==> src/shared/nvpot_pkg.sv <==
// Functional notes
// Transfers and output only while select high.
// Select low reloads stored value, output off.
// Filter select low glitches under 30-90 ns.
// Sample input, update output on clock rise.
// Host keeps clock running while storing.
// Power-up loads stored value without clocks.
// Store strobe drives ready low until done.
// While storing ignore input, output nothing.
// Low supply keeps ready high, store fails.
// Shift out LSB first after start, address.
// Host sends start, two address, eight data.
// New setting applies cycle after last bit.
// Host raises strobe 150 ns before edge.
// Ready for next sequence two cycles later.
// Every write shifts old contents out.
// Select low before clock 13 gives read-only.
// Temporary settings rewritable while selected.
// Without strobe, discard program data after two.
// Host reshifts value with strobe to store.
// Host sends one start bit, LSB first.
// Host leaves two cycles between sequences.
// Ready high idle; pre-start bits ignored.
package nvpot_pkg;
  localparam int CLK_MHZ = 20;
  localparam int CS_FILTER_NS = 60;
  localparam int CS_FILTER_CYC = (CS_FILTER_NS * CLK_MHZ) / 1000;
  localparam int STORE_MS = 4;
  localparam int STORE_CYC = STORE_MS * CLK_MHZ * 1000;
  localparam int ADDR_BITS = 2;
  localparam int DATA_BITS = 8;
  localparam int GAP_CYC = 2;
  localparam logic [7:0] NV_RESET_VALUE = 8'h80;
  localparam logic [1:0] OWN_ADDR = 2'h1;
  typedef enum logic [4:0] {
    NVPOT_IDLE = 5'h01,
    NVPOT_ADDR = 5'h02,
    NVPOT_DATA = 5'h04,
    NVPOT_GAP = 5'h08,
    NVPOT_STORE = 5'h10
  } nvpot_state_e;
endpackage

==> src/hdl/nvpot_serial.sv <==
`timescale 1ns/1ps
// ==========================================================
// Serial control of the stored wiper setting
// ==========================================================
// The host serial clock is sampled as a plain input; its rising edge is
// detected in the 20 MHz domain.
module nvpot_serial #(
  parameter int STORE_CYCLES = nvpot_pkg::STORE_CYC,
  parameter logic [7:0] NV_INIT = nvpot_pkg::NV_RESET_VALUE
) (
  input wire logic clk,
  input wire logic reset,
  input wire logic clk_en,
  input wire logic chip_select,
  input wire logic serial_clk,
  input wire logic serial_in,
  input wire logic store_strobe,
  input wire logic supply_ok,
  output logic serial_out,
  output logic serial_out_en,
  output logic store_ready_n_busy,
  output logic [7:0] wiper_setting,
  output logic [7:0] nv_setting
);
  logic cs_f;
  logic sclk_q_r;
  logic sclk_rise;
  nvpot_pkg::nvpot_state_e state_r;
  nvpot_pkg::nvpot_state_e state_nxt;
  logic [3:0] cnt_r;
  logic [3:0] cnt_nxt;
  logic [7:0] shift_r;
  logic [7:0] shift_nxt;
  logic [7:0] wiper_r;
  logic [7:0] wiper_nxt;
  logic [7:0] nv_r;
  logic [7:0] nv_nxt;
  logic [7:0] store_strobe_r;
  logic [7:0] store_strobe_nxt;
  logic addr_hit_r;
  logic addr_hit_nxt;
  logic strobe_q_r;
  logic armed_r;
  logic armed_nxt;
  logic dout_r;
  logic dout_nxt;
  logic doe_r;
  logic doe_nxt;
  logic [31:0] busy_r;
  logic [31:0] busy_nxt;

  nvpot_cs_filter #(
    .FILT_CYC(nvpot_pkg::CS_FILTER_CYC)
  ) u_filter (
    .clk(clk),
    .reset(reset),
    .clk_en(clk_en),
    .cs_raw(chip_select),
    .cs_clean(cs_f)
  );

  assign sclk_rise = serial_clk & ~sclk_q_r;

  always_comb begin
    state_nxt = state_r;
    cnt_nxt = cnt_r;
    shift_nxt = shift_r;
    wiper_nxt = wiper_r;
    nv_nxt = nv_r;
    store_strobe_nxt = store_strobe_r;
    addr_hit_nxt = addr_hit_r;
    armed_nxt = armed_r;
    dout_nxt = dout_r;
    doe_nxt = doe_r;
    busy_nxt = busy_r;
    // A rising strobe after the start bit arms a store. see
    if (store_strobe && !strobe_q_r && state_r != nvpot_pkg::NVPOT_IDLE) begin
      armed_nxt = 1'b1;
    end
    if (!cs_f && state_r != nvpot_pkg::NVPOT_STORE) begin
      // Select low acts as a reset back to the stored value. see
      state_nxt = nvpot_pkg::NVPOT_IDLE;
      wiper_nxt = nv_r;
      doe_nxt = 1'b0;
      dout_nxt = 1'b0;
      armed_nxt = 1'b0;
      cnt_nxt = 4'h0;
    end else begin
      case (state_r)
        nvpot_pkg::NVPOT_IDLE: begin
          doe_nxt = 1'b1;
          // Zeros before the start bit are idle. see
          if (sclk_rise && serial_in) begin
            state_nxt = nvpot_pkg::NVPOT_ADDR;
            cnt_nxt = 4'h0;
            addr_hit_nxt = 1'b0;
            shift_nxt = wiper_r;
          end
        end
        nvpot_pkg::NVPOT_ADDR: begin
          if (sclk_rise) begin
            if (cnt_r == 4'h0) begin
              addr_hit_nxt = (serial_in == nvpot_pkg::OWN_ADDR[0]);
              cnt_nxt = 4'h1;
            end else begin
              addr_hit_nxt = addr_hit_r & (serial_in == nvpot_pkg::OWN_ADDR[1]);
              cnt_nxt = 4'h0;
              state_nxt = nvpot_pkg::NVPOT_DATA;
              dout_nxt = shift_r[0];
            end
          end
        end
        nvpot_pkg::NVPOT_DATA: begin
          if (sclk_rise) begin
            // Old contents leave LSB first as new bits enter. see
            shift_nxt = {serial_in, shift_r[7:1]};
            dout_nxt = shift_r[1];
            cnt_nxt = cnt_r + 4'h1;
            if (cnt_r == 4'(nvpot_pkg::DATA_BITS - 1)) begin
              store_strobe_nxt = {serial_in, shift_r[7:1]};
              // Applied on the cycle after the last data bit. see
              if (addr_hit_r) begin
                wiper_nxt = {serial_in, shift_r[7:1]};
              end
              cnt_nxt = 4'h0;
              state_nxt = nvpot_pkg::NVPOT_GAP;
            end
          end
        end
        nvpot_pkg::NVPOT_GAP: begin
          if (sclk_rise) begin
            if (armed_r && addr_hit_r && cnt_r == 4'h0) begin
              busy_nxt = 32'h0;
              state_nxt = nvpot_pkg::NVPOT_STORE;
              doe_nxt = 1'b0;
            end else if (cnt_r == 4'(nvpot_pkg::GAP_CYC - 1)) begin
              // Ready for a new sequence; unstored data is dropped. see
              store_strobe_nxt = wiper_r;
              state_nxt = nvpot_pkg::NVPOT_IDLE;
              cnt_nxt = 4'h0;
            end else begin
              cnt_nxt = cnt_r + 4'h1;
            end
          end
        end
        nvpot_pkg::NVPOT_STORE: begin
          // Input is ignored and output is off while storing. see
          doe_nxt = 1'b0;
          armed_nxt = 1'b0;
          if (!supply_ok) begin
            state_nxt = nvpot_pkg::NVPOT_IDLE;
          end else if (busy_r >= 32'(STORE_CYCLES - 1)) begin
            nv_nxt = store_strobe_r;
            state_nxt = nvpot_pkg::NVPOT_IDLE;
          end else begin
            busy_nxt = busy_r + 32'h1;
          end
        end
        default: begin
          state_nxt = nvpot_pkg::NVPOT_IDLE;
        end
      endcase
    end
  end

  // Reset stands for power-up: the stored value loads with no serial clock. see
  always_ff @(posedge clk or posedge reset) begin
    if (reset) begin
      state_r <= nvpot_pkg::NVPOT_IDLE;
      cnt_r <= 4'h0;
      shift_r <= 8'h00;
      wiper_r <= NV_INIT;
      nv_r <= NV_INIT;
      store_strobe_r <= NV_INIT;
      addr_hit_r <= 1'b0;
      strobe_q_r <= 1'b0;
      sclk_q_r <= 1'b0;
      armed_r <= 1'b0;
      dout_r <= 1'b0;
      doe_r <= 1'b0;
      busy_r <= 32'h0;
    end else if (clk_en) begin
      state_r <= state_nxt;
      cnt_r <= cnt_nxt;
      shift_r <= shift_nxt;
      wiper_r <= wiper_nxt;
      nv_r <= nv_nxt;
      store_strobe_r <= store_strobe_nxt;
      addr_hit_r <= addr_hit_nxt;
      strobe_q_r <= store_strobe;
      sclk_q_r <= serial_clk;
      armed_r <= armed_nxt;
      dout_r <= dout_nxt;
      doe_r <= doe_nxt;
      busy_r <= busy_nxt;
    end
  end

  assign serial_out = dout_r & doe_r;
  assign serial_out_en = doe_r & cs_f;
  // Busy low only while a store with good supply runs. see
  assign store_ready_n_busy = ~((state_r == nvpot_pkg::NVPOT_STORE) & supply_ok);
  assign wiper_setting = wiper_r;
  assign nv_setting = nv_r;
endmodule

==> src/hdl/nvpot_cs_filter.sv <==
`timescale 1ns/1ps
// ==========================================================
// Select glitch filter
// ==========================================================
module nvpot_cs_filter #(
  parameter int FILT_CYC = 1
) (
  input wire logic clk,
  input wire logic reset,
  input wire logic clk_en,
  input wire logic cs_raw,
  output logic cs_clean
);
  logic [7:0] low_cnt_r;
  logic [7:0] low_cnt_nxt;
  logic cs_r;
  logic cs_nxt;

  // A low must persist FILT_CYC + 1 samples before it is believed. see
  always_comb begin
    low_cnt_nxt = low_cnt_r;
    cs_nxt = cs_r;
    if (cs_raw) begin
      low_cnt_nxt = 8'h00;
      cs_nxt = 1'b1;
    end else if (low_cnt_r >= FILT_CYC[7:0]) begin
      cs_nxt = 1'b0;
    end else begin
      low_cnt_nxt = low_cnt_r + 8'h01;
    end
  end

  always_ff @(posedge clk or posedge reset) begin
    if (reset) begin
      low_cnt_r <= 8'h00;
      cs_r <= 1'b0;
    end else if (clk_en) begin
      low_cnt_r <= low_cnt_nxt;
      cs_r <= cs_nxt;
    end
  end

  assign cs_clean = cs_r;
endmodule

==> config.mk <==
export PLATFORM = sky130hd
export DESIGN_NAME = nvpot_serial
export DESIGN_NICKNAME = d
export VERILOG_FILES = /design/src/shared/nvpot_pkg.sv /design/src/hdl/nvpot_serial.sv /design/src/hdl/nvpot_cs_filter.sv
export SDC_FILE = /design/constraint.sdc
export NUM_CORES = 1
export LEC_CHECK = 0
export ABC_AREA = 1
export CAP_MARGIN = 30
export CORE_MARGIN = 3
export CORE_UTILIZATION = 59
export CTS_BUF_LIST = sky130_fd_sc_hd__clkbuf_8
export DETAILED_ROUTE_END_ITERATION = 10
export DONT_BUFFER_PORTS = 1
export HOLD_SLACK_MARGIN = 0.06
export PLACE_DENSITY = 0.87
export SYNTH_ARGS = -nofsm -noshare
export SYNTH_HDL_FRONTEND = slang
export SYNTH_SLANG_ARGS = --single-unit
==> constraint.sdc <==
create_clock -name clk -period 5.9 [get_ports clk]
set_clock_uncertainty 0.1 [all_clocks]
set_input_delay 1.18 -clock clk [delete_from_list [all_inputs] [get_ports clk]]
set_output_delay 1.18 -clock clk [all_outputs]
set_load 0.01 [all_outputs]
## After elaboration in Yosys (flattened, before gate mapping)

Index checks and enable logic that the tools add are counted.

| word-level totals | value |
|---|---|
| output and inout port bits | 19 |
| memories | 0 |
| input bits | 8 |
| bits in writable memories | 0 |
| logic and storage cells | 155 |
| bits in latches | 0 |
| flip-flop bits (word level) | 88 |
| memory bits (read-only) | 0 |

| cells by class | value |
|---|---|
| bitwise operators | 9 |
| muxes and demuxes | 61 |
| shifts and indexed selects | 0 |
| add/sub/neg operators | 3 |
| divide/modulo/power cells | 0 |
| eq/ne operators | 30 |
| magnitude comparators | 2 |
| multiply operators | 0 |
| reduce and logical (&&, ||, !) cells | 35 |

Operators with widths:

| kind | number |
|---|---|
| $mux 32 | 4 |
| $mux 8 | 14 |
| $pmux 32 s2 | 1 |
| $mux 5 | 11 |
| $add 32x1->32 const B | 1 |
| $ge 32x17->1 const B | 1 |
| $mux 4 | 8 |
| $pmux 8 s2 | 2 |
| $pmux 5 s5 | 1 |
| $reduce_and 5->1 | 5 |
| $ne 3x3->1 const B | 8 |
| $ne 2x2->1 const B | 11 |
| $reduce_bool 2->1 | 9 |
| $mux 1 | 16 |
| $pmux 4 s4 | 1 |
| $reduce_and 7->1 | 2 |
| $reduce_and 9->1 | 1 |
| $add 8x1->8 const B | 1 |
| $ge 8x1->1 const B | 1 |
| $ne 4x4->1 const B | 2 |
| $reduce_and 8->1 | 1 |
| $logic_and 1x1->1 | 6 |
| $reduce_and 2->1 | 3 |
| $reduce_bool 3->1 | 2 |
| 19 further kinds | 28 |

## Logic depth before layout (Yosys ltp)

Gate-level depths: netlist of run 1.

| logic depth | value |
|---|---|
| word-level depth | 6 |
| depth in mapped cells | 13 |
| mapped depth without buffers | 13 |

## Modules after synthesis

Synthesis of run 1 repeated with hierarchy kept, for this count alone.

| second synthesis, totals | value |
|---|---|
| cells, all modules | 660 |
| area total of the unflattened synthesis | 5011.1 um^2 |

Modules (own cells, without submodules):

| module | sequential area each (um^2) | times used | cells an instance | area each (um^2) |
|---|---|---|---|---|
| nvpot_serial | 1981.9 | 1 | 604 | 4549.4 |
| nvpot_cs_filter | 225.2 | 1 | 56 | 461.7 |

## Least setup slack after synthesis of run 1

No wires, ideal clock.

| path | value |
|---|---|
| kind | input port to output port |
| start point | input supply_ok |
| end point | output store_ready_n_busy |
| arrival time | 1.514 ns |
| slack | 3.106 ns |
| stages on the path | 3 |
| buffers on the path | 0 |
| required time | 4.620 ns |
| path through | inv_1 > nor2_1 > inv_1 |

| on the way | value |
|---|---|
| cells in the longest elaborated chain, start to end | 2 |

Ends and longest elaborated chain:

| element | line | source |
|---|---|---|
| start: declaration | nvpot_serial.sv:18 | `input wire logic supply_ok,` |
| $and 1x1->1 | nvpot_serial.sv:202 | `assign store_ready_n_busy = ~((state_r == nvpot_pkg::NVPOT_STORE) & supply_ok);` |
| $not 1->1 | nvpot_serial.sv:202 |  |
| end: declaration | nvpot_serial.sv:21 | `output logic store_ready_n_busy,` |

Every way passes these cells.

## Worst setup path after layout of run 1

| path | value |
|---|---|
| start point | register state_r[3] |
| end point | output store_ready_n_busy |

| on the way | value |
|---|---|
| cells in the longest elaborated chain, start to end | 3 |

Ends and longest elaborated chain:

| element | line | source |
|---|---|---|
| start: declaration | nvpot_serial.sv:28 | `nvpot_pkg::nvpot_state_e state_r;` |
| start signal: assignment | nvpot_serial.sv:169 | `state_r <= nvpot_pkg::NVPOT_IDLE;` |
| start signal: assignment | nvpot_serial.sv:183 | `state_r <= state_nxt;` |
| $eq 5x5->1 | nvpot_serial.sv:202 |  |
| $and 1x1->1 | nvpot_serial.sv:202 |  |
| $not 1->1 | nvpot_serial.sv:202 |  |

Every way passes these cells.

==> results of run 1 <==
## area by class of cell
class                   instances  area share [%]
well taps                     102            2.44
multi-input cells             443            43.6
repair buffers                  1           0.143
inverters                     102            7.48
clock inverters                 6            1.77
clock buffers                   9            2.37
flip-flops and latches         88            42.2
## state kept, by name, summed over array words and instances, names as in the netlist
name / count
u_filter.low_cnt_r: 8
addr_hit_r: 1
busy_r: 32
armed_r: 1
store_strobe_r: 8
dout_r: 1
state_r: 5
wiper_setting: 8
strobe_q_r: 1
shift_r: 8
sclk_q_r: 1
cnt_r: 4
u_filter.cs_clean: 1
nv_setting: 8
doe_r: 1
## worst register-to-register path, stage by stage, from the launching register on
cell and delay [ns]:
sky130_fd_sc_hd__dfstp_2 0.59, sky130_fd_sc_hd__nor2_4 0.08, sky130_fd_sc_hd__nand3_2 0.39, sky130_fd_sc_hd__inv_1 0.13, sky130_fd_sc_hd__nand2_1 0.12, sky130_fd_sc_hd__inv_2 0.07
sky130_fd_sc_hd__a21oi_4 0.41, sky130_fd_sc_hd__nand3_4 0.38, sky130_fd_sc_hd__nand2_1 0.17, sky130_fd_sc_hd__nand2_1 0.06
## where the power goes
part           total, mW  internal [mW]  switching (mW)  leakage [nW]
clock network      0.459          0.238           0.221         0.102
registers          0.827          0.719           0.108          1.15
logic              0.582          0.185           0.398          1.37
## routing by layer
layer  up-vias  share of wire, %
met5         -                 0
met4         0               1.3
met3        12               6.4
met2       141                48
met1      1944                44
li1       2031                 -
## path summary, 6_finish.rpt
check | startpoint | endpoint | cells past startpoint
max | state_r[3] | store_ready_n_busy | 4
min | busy_r[24] | busy_r[24] | 2
max reg2reg | state_r[0] | busy_r[15] | 9
min reg2reg | busy_r[24] | busy_r[24] | 2
max in group asynchronous | reset | store_strobe_r[0] | 2
min in group asynchronous | reset | busy_r[8] | 1
## through the flow
step	instances	hold slack, ns	power [mW]	instance area [um2]
floorplan	651	0.336	1.30	5010
global placement	736	0.349	1.38	5020
detailed placement	736	0.352	1.41	5020
CTS	751	0.376	1.87	5240
global route	751	0.398	2.00	5240
finish	751	0.374	1.87	5240
## logic make-up after synthesis
group | count (synthesis) | share of synthesized area (%)
XOR/XNOR | 14 | 2.45
AO/OA/AOI/OAI | 85 | 9.88
AND/OR/NAND/NOR | 337 | 31.5
buffers and inverters | 120 | 10.4
flip-flops | 88 | 44.0
adder cells (fa/ha/maj) | 7 | 1.75
## cell usage in the layout, fill, tap and decap left out, drive strengths merged, types with 2 or more instances in the layout
master / n
xor2: 11
nand4: 25
bufinv: 2
nor2: 86
nor3b: 2
o21ai: 66
ha: 7
dfrtp: 84
clkbuf: 9
nand2: 184
nor3: 3
xnor2: 3
inv: 101
dfstp: 4
nand3: 34
clkinv: 3
clkinvlp: 2
a31oi: 3
a21oi: 11
==> tab_implementation.tex, run 1 <==
\begin{tabular}{lr}
\hline
Metric & Value \\
\hline
\multicolumn{2}{l}{\textbf{Global route}} \\
\quad Total global routing overflow & 0 \\
\quad Initial antenna violation count & 0 \\
\quad Met2 layer usage reported by global route & 37.4\% \\
\quad Routing usage on met1 & 30.7\% \\
\quad Pin count of the biggest net entering global routing & 52 \\
\quad All-layer global routing usage & 22.8\% \\
\quad Met3 layer usage reported by global route & 4.36\% \\
\quad Via count of the first global-routing pass & slightly below 4000 \\
\quad Global-route layer with the greatest usage & met2 \\
\quad Global-route wire length before repair & 18.2 mm \\
\multicolumn{2}{l}{\textbf{Clock tree}} \\
\quad H-tree Lvls & 3 \\
\quad Later-pin clock latency in the skew report & 0.36 ns \\
\quad Num CTS Buffers & 9 \\
\quad Post-CTS Setup Repair Bufs & 0 \\
\quad Post-cts gate resize count & 0 \\
\quad Number of sinks on the clock net & 88 \\
\quad Maximum buffer depth of the clock tree & 2 \\
\quad Clock-pin slew reported for the worst setup and hold paths after clock tree synthesis & 0.09 ns \\
\quad Hold Buf Count CTS & 0 \\
\quad Clock Tree Root & sky130\_fd\_sc\_hd\_\_clkbuf\_8 \\
\quad Clock tree from TritonCTS & yes \\
\multicolumn{2}{l}{\textbf{Route}} \\
\quad 1st-iter DRT viols & 290 \\
\quad Count of TritonRoute iterations in the first routing pass & 5 \\
\quad Routed via count & 4128 \\
\quad Routed length per instance & 14.0 um \\
\quad Final wirelength & 10.5 mm \\
\quad Average vias per placed instance & 5.50 \\
\quad Post-route ant nets & 0 \\
\quad Number of design rule violations left after detail routing & 0 \\
\multicolumn{2}{l}{\textbf{Floorplanning}} \\
\quad Row cnt & 32 \\
\quad Die Area & 9640 um2 \\
\quad Core region area & 7970 um2 \\
\quad Initial core utilization & 62.9\% \\
\quad Y dimension of the die & 98.2 um \\
\quad Die Wd & 98.2 um \\
\quad Top Ports & 27 \\
\multicolumn{2}{l}{\textbf{STA}} \\
\quad Setup TNS Final & 0 ns \\
\quad Number of endpoints with negative hold slack in the final report & 0 \\
\quad Final clock period utilization by the worst path & 50.2\% \\
\quad Count of endpoints failing setup in the final report & 0 \\
\quad Min Clock Period, post-route & about 3.0 ns \\
\quad Count of final max-slew check failures & 0 \\
\quad Setup repair after global routing missed its margin & false \\
\quad Worst Slack Setup Final & roughly 2.9 ns \\
\quad Max-slew headroom at the worst pin & 54.8\% \\
\quad F\_max & between 300 and 400 MHz \\
\quad Actual transition at the worst max-transition pin & 0.675 ns \\
\multicolumn{2}{l}{\textbf{Setup path}} \\
\quad CP endpoint kind & primary output \\
\quad Largest fanout of any net on the critical path & 19 \\
\quad Delay of the slowest critical-path stage & 0.44 ns \\
\quad Kind of cell adding the most delay to the critical path & simple AND/OR/NAND/NOR gates \\
\quad R2R setup slack & 3.31 ns \\
\quad Type of origin of the critical path & flop \\
\quad Data required time at the worst endpoint & 4.62 ns \\
\quad Cell with the biggest individual delay on the critical path & sky130\_fd\_sc\_hd\_\_dfrtp\_1 \\
\quad Ordered cell list for the critical path & nor2\_2 -> nand3\_4 -> nor2\_1 -> inv\_1 \\
\quad Worst Path Arrival & roughly 1.7 ns \\
\quad Type of the worst setup path & reg2out \\
\quad Buffering stage count on the worst path with inverters included & 1 \\
\multicolumn{2}{l}{\textbf{Synth}} \\
\quad Number of flops mapped to enable cells by yosys & 0 \\
\quad Predominant post-synthesis flop cell & sky130\_fd\_sc\_hd\_\_dfrtp\_1 \\
\quad Avg Inst Size Synth & $\sim$7.7 um2 \\
\quad Flip-flop and latch count after synthesis & slightly below 90 \\
\quad Most common cell in the netlist & sky130\_fd\_sc\_hd\_\_nand2\_1 \\
\quad Area share of the leading cell type in the synthesized netlist & 41.9\% \\
\quad Share of async-settable or async-resettable flops after synthesis & 100\% \\
\quad Cell type with the highest aggregate area in the netlist & sky130\_fd\_sc\_hd\_\_dfrtp\_1 \\
\quad Fraction of the yosys area taken by sequential cells & 44.0\% \\
\quad Top area cells in the synthesized netlist & sky130\_fd\_sc\_hd\_\_dfrtp\_1 42\%, sky130\_fd\_sc\_hd\_\_nand2\_1 13\%, sky130\_fd\_sc\_hd\_\_inv\_1 7.3\%, sky130\_fd\_sc\_hd\_\_nor2\_1 5.4\%, sky130\_fd\_sc\_hd\_\_o21ai\_0 3.4\% \\
\quad Warnings, synthesis & 0 \\
\quad Syn Nets & 666 \\
\quad Cell count after synthesis & about 650 \\
\quad Number of distinct standard cells referenced by the synthesized netlist & 43 \\
\quad Cell area after synthesis & 5010 um2 \\
\quad Synth cell count leaders & 177 x sky130\_fd\_sc\_hd\_\_nand2\_1, 98 x sky130\_fd\_sc\_hd\_\_inv\_1, 84 x sky130\_fd\_sc\_hd\_\_dfrtp\_1 \\
\multicolumn{2}{l}{\textbf{Placed design}} \\
\quad Count of input and output buffers & 0 \\
\quad Sum of net half-perimeters after detailed placement & 7.20 mm \\
\quad Final Wtd Congestion & 0.934 \\
\quad Setup slack at placement & roughly 3.0 ns \\
\multicolumn{2}{l}{\textbf{Power}} \\
\quad Peak supply drop & around 0.00026 V \\
\quad Leak & 2.62 nW \\
\quad Pwr/cell area & 357 nW/um2 \\
\multicolumn{2}{l}{\textbf{Final layout}} \\
\quad Area added between synthesis and finish & 4.39\% \\
\quad Fill cell total of the finished layout & roughly 650 \\
\quad Number of antenna cells inserted & 0 \\
\quad Multi-input gate area & approximately 2300 um2 \\
\quad Sequential cell area & 2210 um2 \\
\quad Final Core Density & 65.7\% \\
\quad Share of post-route cells with drive strength above 1 & roughly a tenth \\
\quad Nets & between 600 and 700 \\
\multicolumn{2}{l}{\textbf{Outcome}} \\
\quad Outcome & finished, final reports clean \\
\multicolumn{2}{l}{\textbf{Job}} \\
\quad Max-capacitance violation count & 0 \\
\multicolumn{2}{l}{\textbf{Min path}} \\
\quad Class of the tightest hold or removal check & reg2reg \\
\hline
\end{tabular}
Power figures use the tool's default switching activity.
==> run 2: changes to the inputs <==
--- a/config.mk
+++ b/config.mk
@@ -13,7 +13,7 @@
 export DETAILED_ROUTE_END_ITERATION = 10
 export DONT_BUFFER_PORTS = 1
 export HOLD_SLACK_MARGIN = 0.06
-export PLACE_DENSITY = 0.87
+export PLACE_DENSITY = 0.9
 export SYNTH_ARGS = -nofsm -noshare
 export SYNTH_HDL_FRONTEND = slang
 export SYNTH_SLANG_ARGS = --single-unit
==> constraint.sdc (replaced) <==
create_clock -name clk -period 2.4 [get_ports clk]
set_clock_uncertainty 0.1 [all_clocks]
set_input_delay 0.48 -clock clk [delete_from_list [all_inputs] [get_ports clk]]
set_output_delay 0.48 -clock clk [all_outputs]
set_load 0.01 [all_outputs]
==> tab_implementation.tex, run 2 (synthesis results as in run 1) <==
\begin{tabular}{lr}
\hline
Metric & Value \\
\hline
\multicolumn{2}{l}{\textbf{Outcome}} \\
\quad Outcome & finished, final reports clean \\
\multicolumn{2}{l}{\textbf{Global route}} \\
\quad Total global routing overflow & 0 \\
\quad Via count of the first global-routing pass & 4243 \\
\quad Pin count of the biggest net entering global routing & 49 \\
\quad All-layer global routing usage & 24.0\% \\
\quad Global-route wire length before repair & 19.2 mm \\
\quad Initial antenna violation count & 0 \\
\multicolumn{2}{l}{\textbf{Route}} \\
\quad Count of TritonRoute iterations in the first routing pass & 5 \\
\quad 1st-iter DRT viols & roughly 250 \\
\quad Routed length per instance & 14.6 um \\
\quad Routed via count & 4252 \\
\quad Final wirelength & about 11 mm \\
\quad Average vias per placed instance & 5.59 \\
\quad Number of design rule violations left after detail routing & 0 \\
\quad Post-route ant nets & 0 \\
\multicolumn{2}{l}{\textbf{Clock tree}} \\
\quad Num CTS Buffers & 9 \\
\quad Maximum buffer depth of the clock tree & 2 \\
\quad Later-pin clock latency in the skew report & 0.37 ns \\
\quad H-tree Lvls & 3 \\
\quad Post-cts gate resize count & 0 \\
\quad Number of sinks on the clock net & approximately 90 \\
\quad Clock Tree Root & sky130\_fd\_sc\_hd\_\_clkbuf\_8 \\
\quad Clock tree from TritonCTS & yes \\
\quad Clock-pin slew reported for the worst setup and hold paths after clock tree synthesis & 0.09 ns \\
\multicolumn{2}{l}{\textbf{Final layout}} \\
\quad Final Core Density & 66.6\% \\
\quad Nets & 668 \\
\quad Area added between synthesis and finish & 5.84\% \\
\quad Highest-count cells in the layout ignoring fill and taps & 177 x sky130\_fd\_sc\_hd\_\_nand2\_1, 97 x sky130\_fd\_sc\_hd\_\_inv\_1, 84 x sky130\_fd\_sc\_hd\_\_dfrtp\_1 \\
\quad Post-route insts no fill & 760 \\
\quad Top register by number of flip-flops & busy\_r \\
\quad Number of antenna cells inserted & 0 \\
\quad Flip-flop count of the largest register, all copies and words added & 32 \\
\quad Commonest non-fill, non-tap cell in the layout & sky130\_fd\_sc\_hd\_\_nand2\_1 \\
\quad Share of post-route cells with drive strength above 1 & 11.4\% \\
\multicolumn{2}{l}{\textbf{Setup path}} \\
\quad Buffering stage count on the worst path with inverters included & 1 \\
\quad Worst Path Arrival & 1.67 ns \\
\quad Cell with the biggest individual delay on the critical path & sky130\_fd\_sc\_hd\_\_dfrtp\_1 \\
\quad Type of the worst setup path & reg2out \\
\quad Largest fanout of any net on the critical path & 11 \\
\quad Type of origin of the critical path & flop \\
\quad Kind of cell adding the most delay to the critical path & simple AND/OR/NAND/NOR gates \\
\quad Delay of the slowest critical-path stage & $\sim$0.43 ns \\
\quad Data required time at the worst endpoint & 1.82 ns \\
\quad Ordered cell list for the critical path & nor2\_2 -> nand3\_4 -> nor2\_1 -> inv\_1 \\
\quad CP endpoint kind & primary output \\
\multicolumn{2}{l}{\textbf{STA}} \\
\quad F\_max & between 400 and 500 MHz \\
\quad Setup repair after global routing missed its margin & false \\
\quad Number of endpoints with negative hold slack in the final report & 0 \\
\quad Final clock period utilization by the worst path & 93.6\% \\
\quad Count of endpoints failing setup in the final report & 0 \\
\quad Min Clock Period, post-route & 2.25 ns \\
\quad Setup TNS Final & 0 ns \\
\quad Max-slew headroom at the worst pin & between 60\% and 70\% \\
\quad Actual transition at the worst max-transition pin & 0.559 ns \\
\quad Count of final max-slew check failures & 0 \\
\multicolumn{2}{l}{\textbf{Power}} \\
\quad Pwr/cell area & 873 nW/um2 \\
\quad Peak supply drop & a little over 0.0006 V \\
\quad Leak & 2.65 nW \\
\quad Overall power & 4.63 mW \\
\multicolumn{2}{l}{\textbf{Placed design}} \\
\quad Final Wtd Congestion & 0.965 \\
\quad Sum of net half-perimeters after detailed placement & between 7 and 8 mm \\
\quad Count of input and output buffers & 0 \\
\quad Dpl cells & 743 \\
\multicolumn{2}{l}{\textbf{Job}} \\
\quad Max-capacitance violation count & 0 \\
\multicolumn{2}{l}{\textbf{Floorplanning}} \\
\quad Row cnt & 32 \\
\quad Die Area & 9640 um2 \\
\quad Initial core utilization & between 60\% and 70\% \\
\quad Die Wd & 98.2 um \\
\quad Y dimension of the die & 98.2 um \\
\quad Core region area & 7970 um2 \\
\quad Top Ports & 27 \\
\multicolumn{2}{l}{\textbf{Min path}} \\
\quad Class of the tightest hold or removal check & in2reg \\
\hline
\end{tabular}
[run 2: path summary, 6_finish.rpt]
kind | cells past startpoint | endpoint | startpoint | slack [ns]
setup / recovery | 4 | store_ready_n_busy | state_r[2] | 0.15
hold reg to reg | 2 | busy_r[23] | busy_r[23] | 0.37
max in group asynchronous | 3 | wiper_setting[7] | reset | 1.00
setup reg to reg | 10 | state_r[4] | state_r[0] | 0.23
min in group asynchronous | 2 | u_filter.low_cnt_r[6] | reset | 0.51
hold / removal | 2 | strobe_q_r | clk_en | 0.16
[run 2: timing repair]
action,in CTS,in global routing
hold buffers,1,0
buffers inserted,0,0
endpoints found under the hold margin,17,0
[run 2: final cells by class]
cell class	instances	area, um2
fillers	629	2660
multi-input cells	443	2280
repair buffers	9	82.6
well taps	102	128
inverters	102	394
clock buffers	10	138
flip-flops and latches	88	2210
clock inverters	6	73.8
[run 2: per-layer routing]
metal	up-vias	track usage [%]	part of all wire, %
met5	-	0	0
met4	0	9.14	2.9
met3	41	6.14	6.6
met2	159	40.9	50
met1	2003	29.4	41
li1	2049	-	-
[run 2: per-stage QoR]
step | instance area [um2] | hold slack [ns] | setup WS (ns)
floorplan | 5020 | 0.336 | 0.634
global placement | 5090 | 0.292 | 0.405
CTS | 5310 | 0.158 | 0.170
finish | 5310 | 0.156 | 0.154
global route | 5310 | 0.174 | 0.0343
detailed placement | 5090 | 0.300 | 0.317
[run 2: power by group]
group          internal (mW)  switching [mW]
logic                  0.473            1.02
registers               1.77           0.283
clock network          0.524           0.570
total                   2.77            1.87
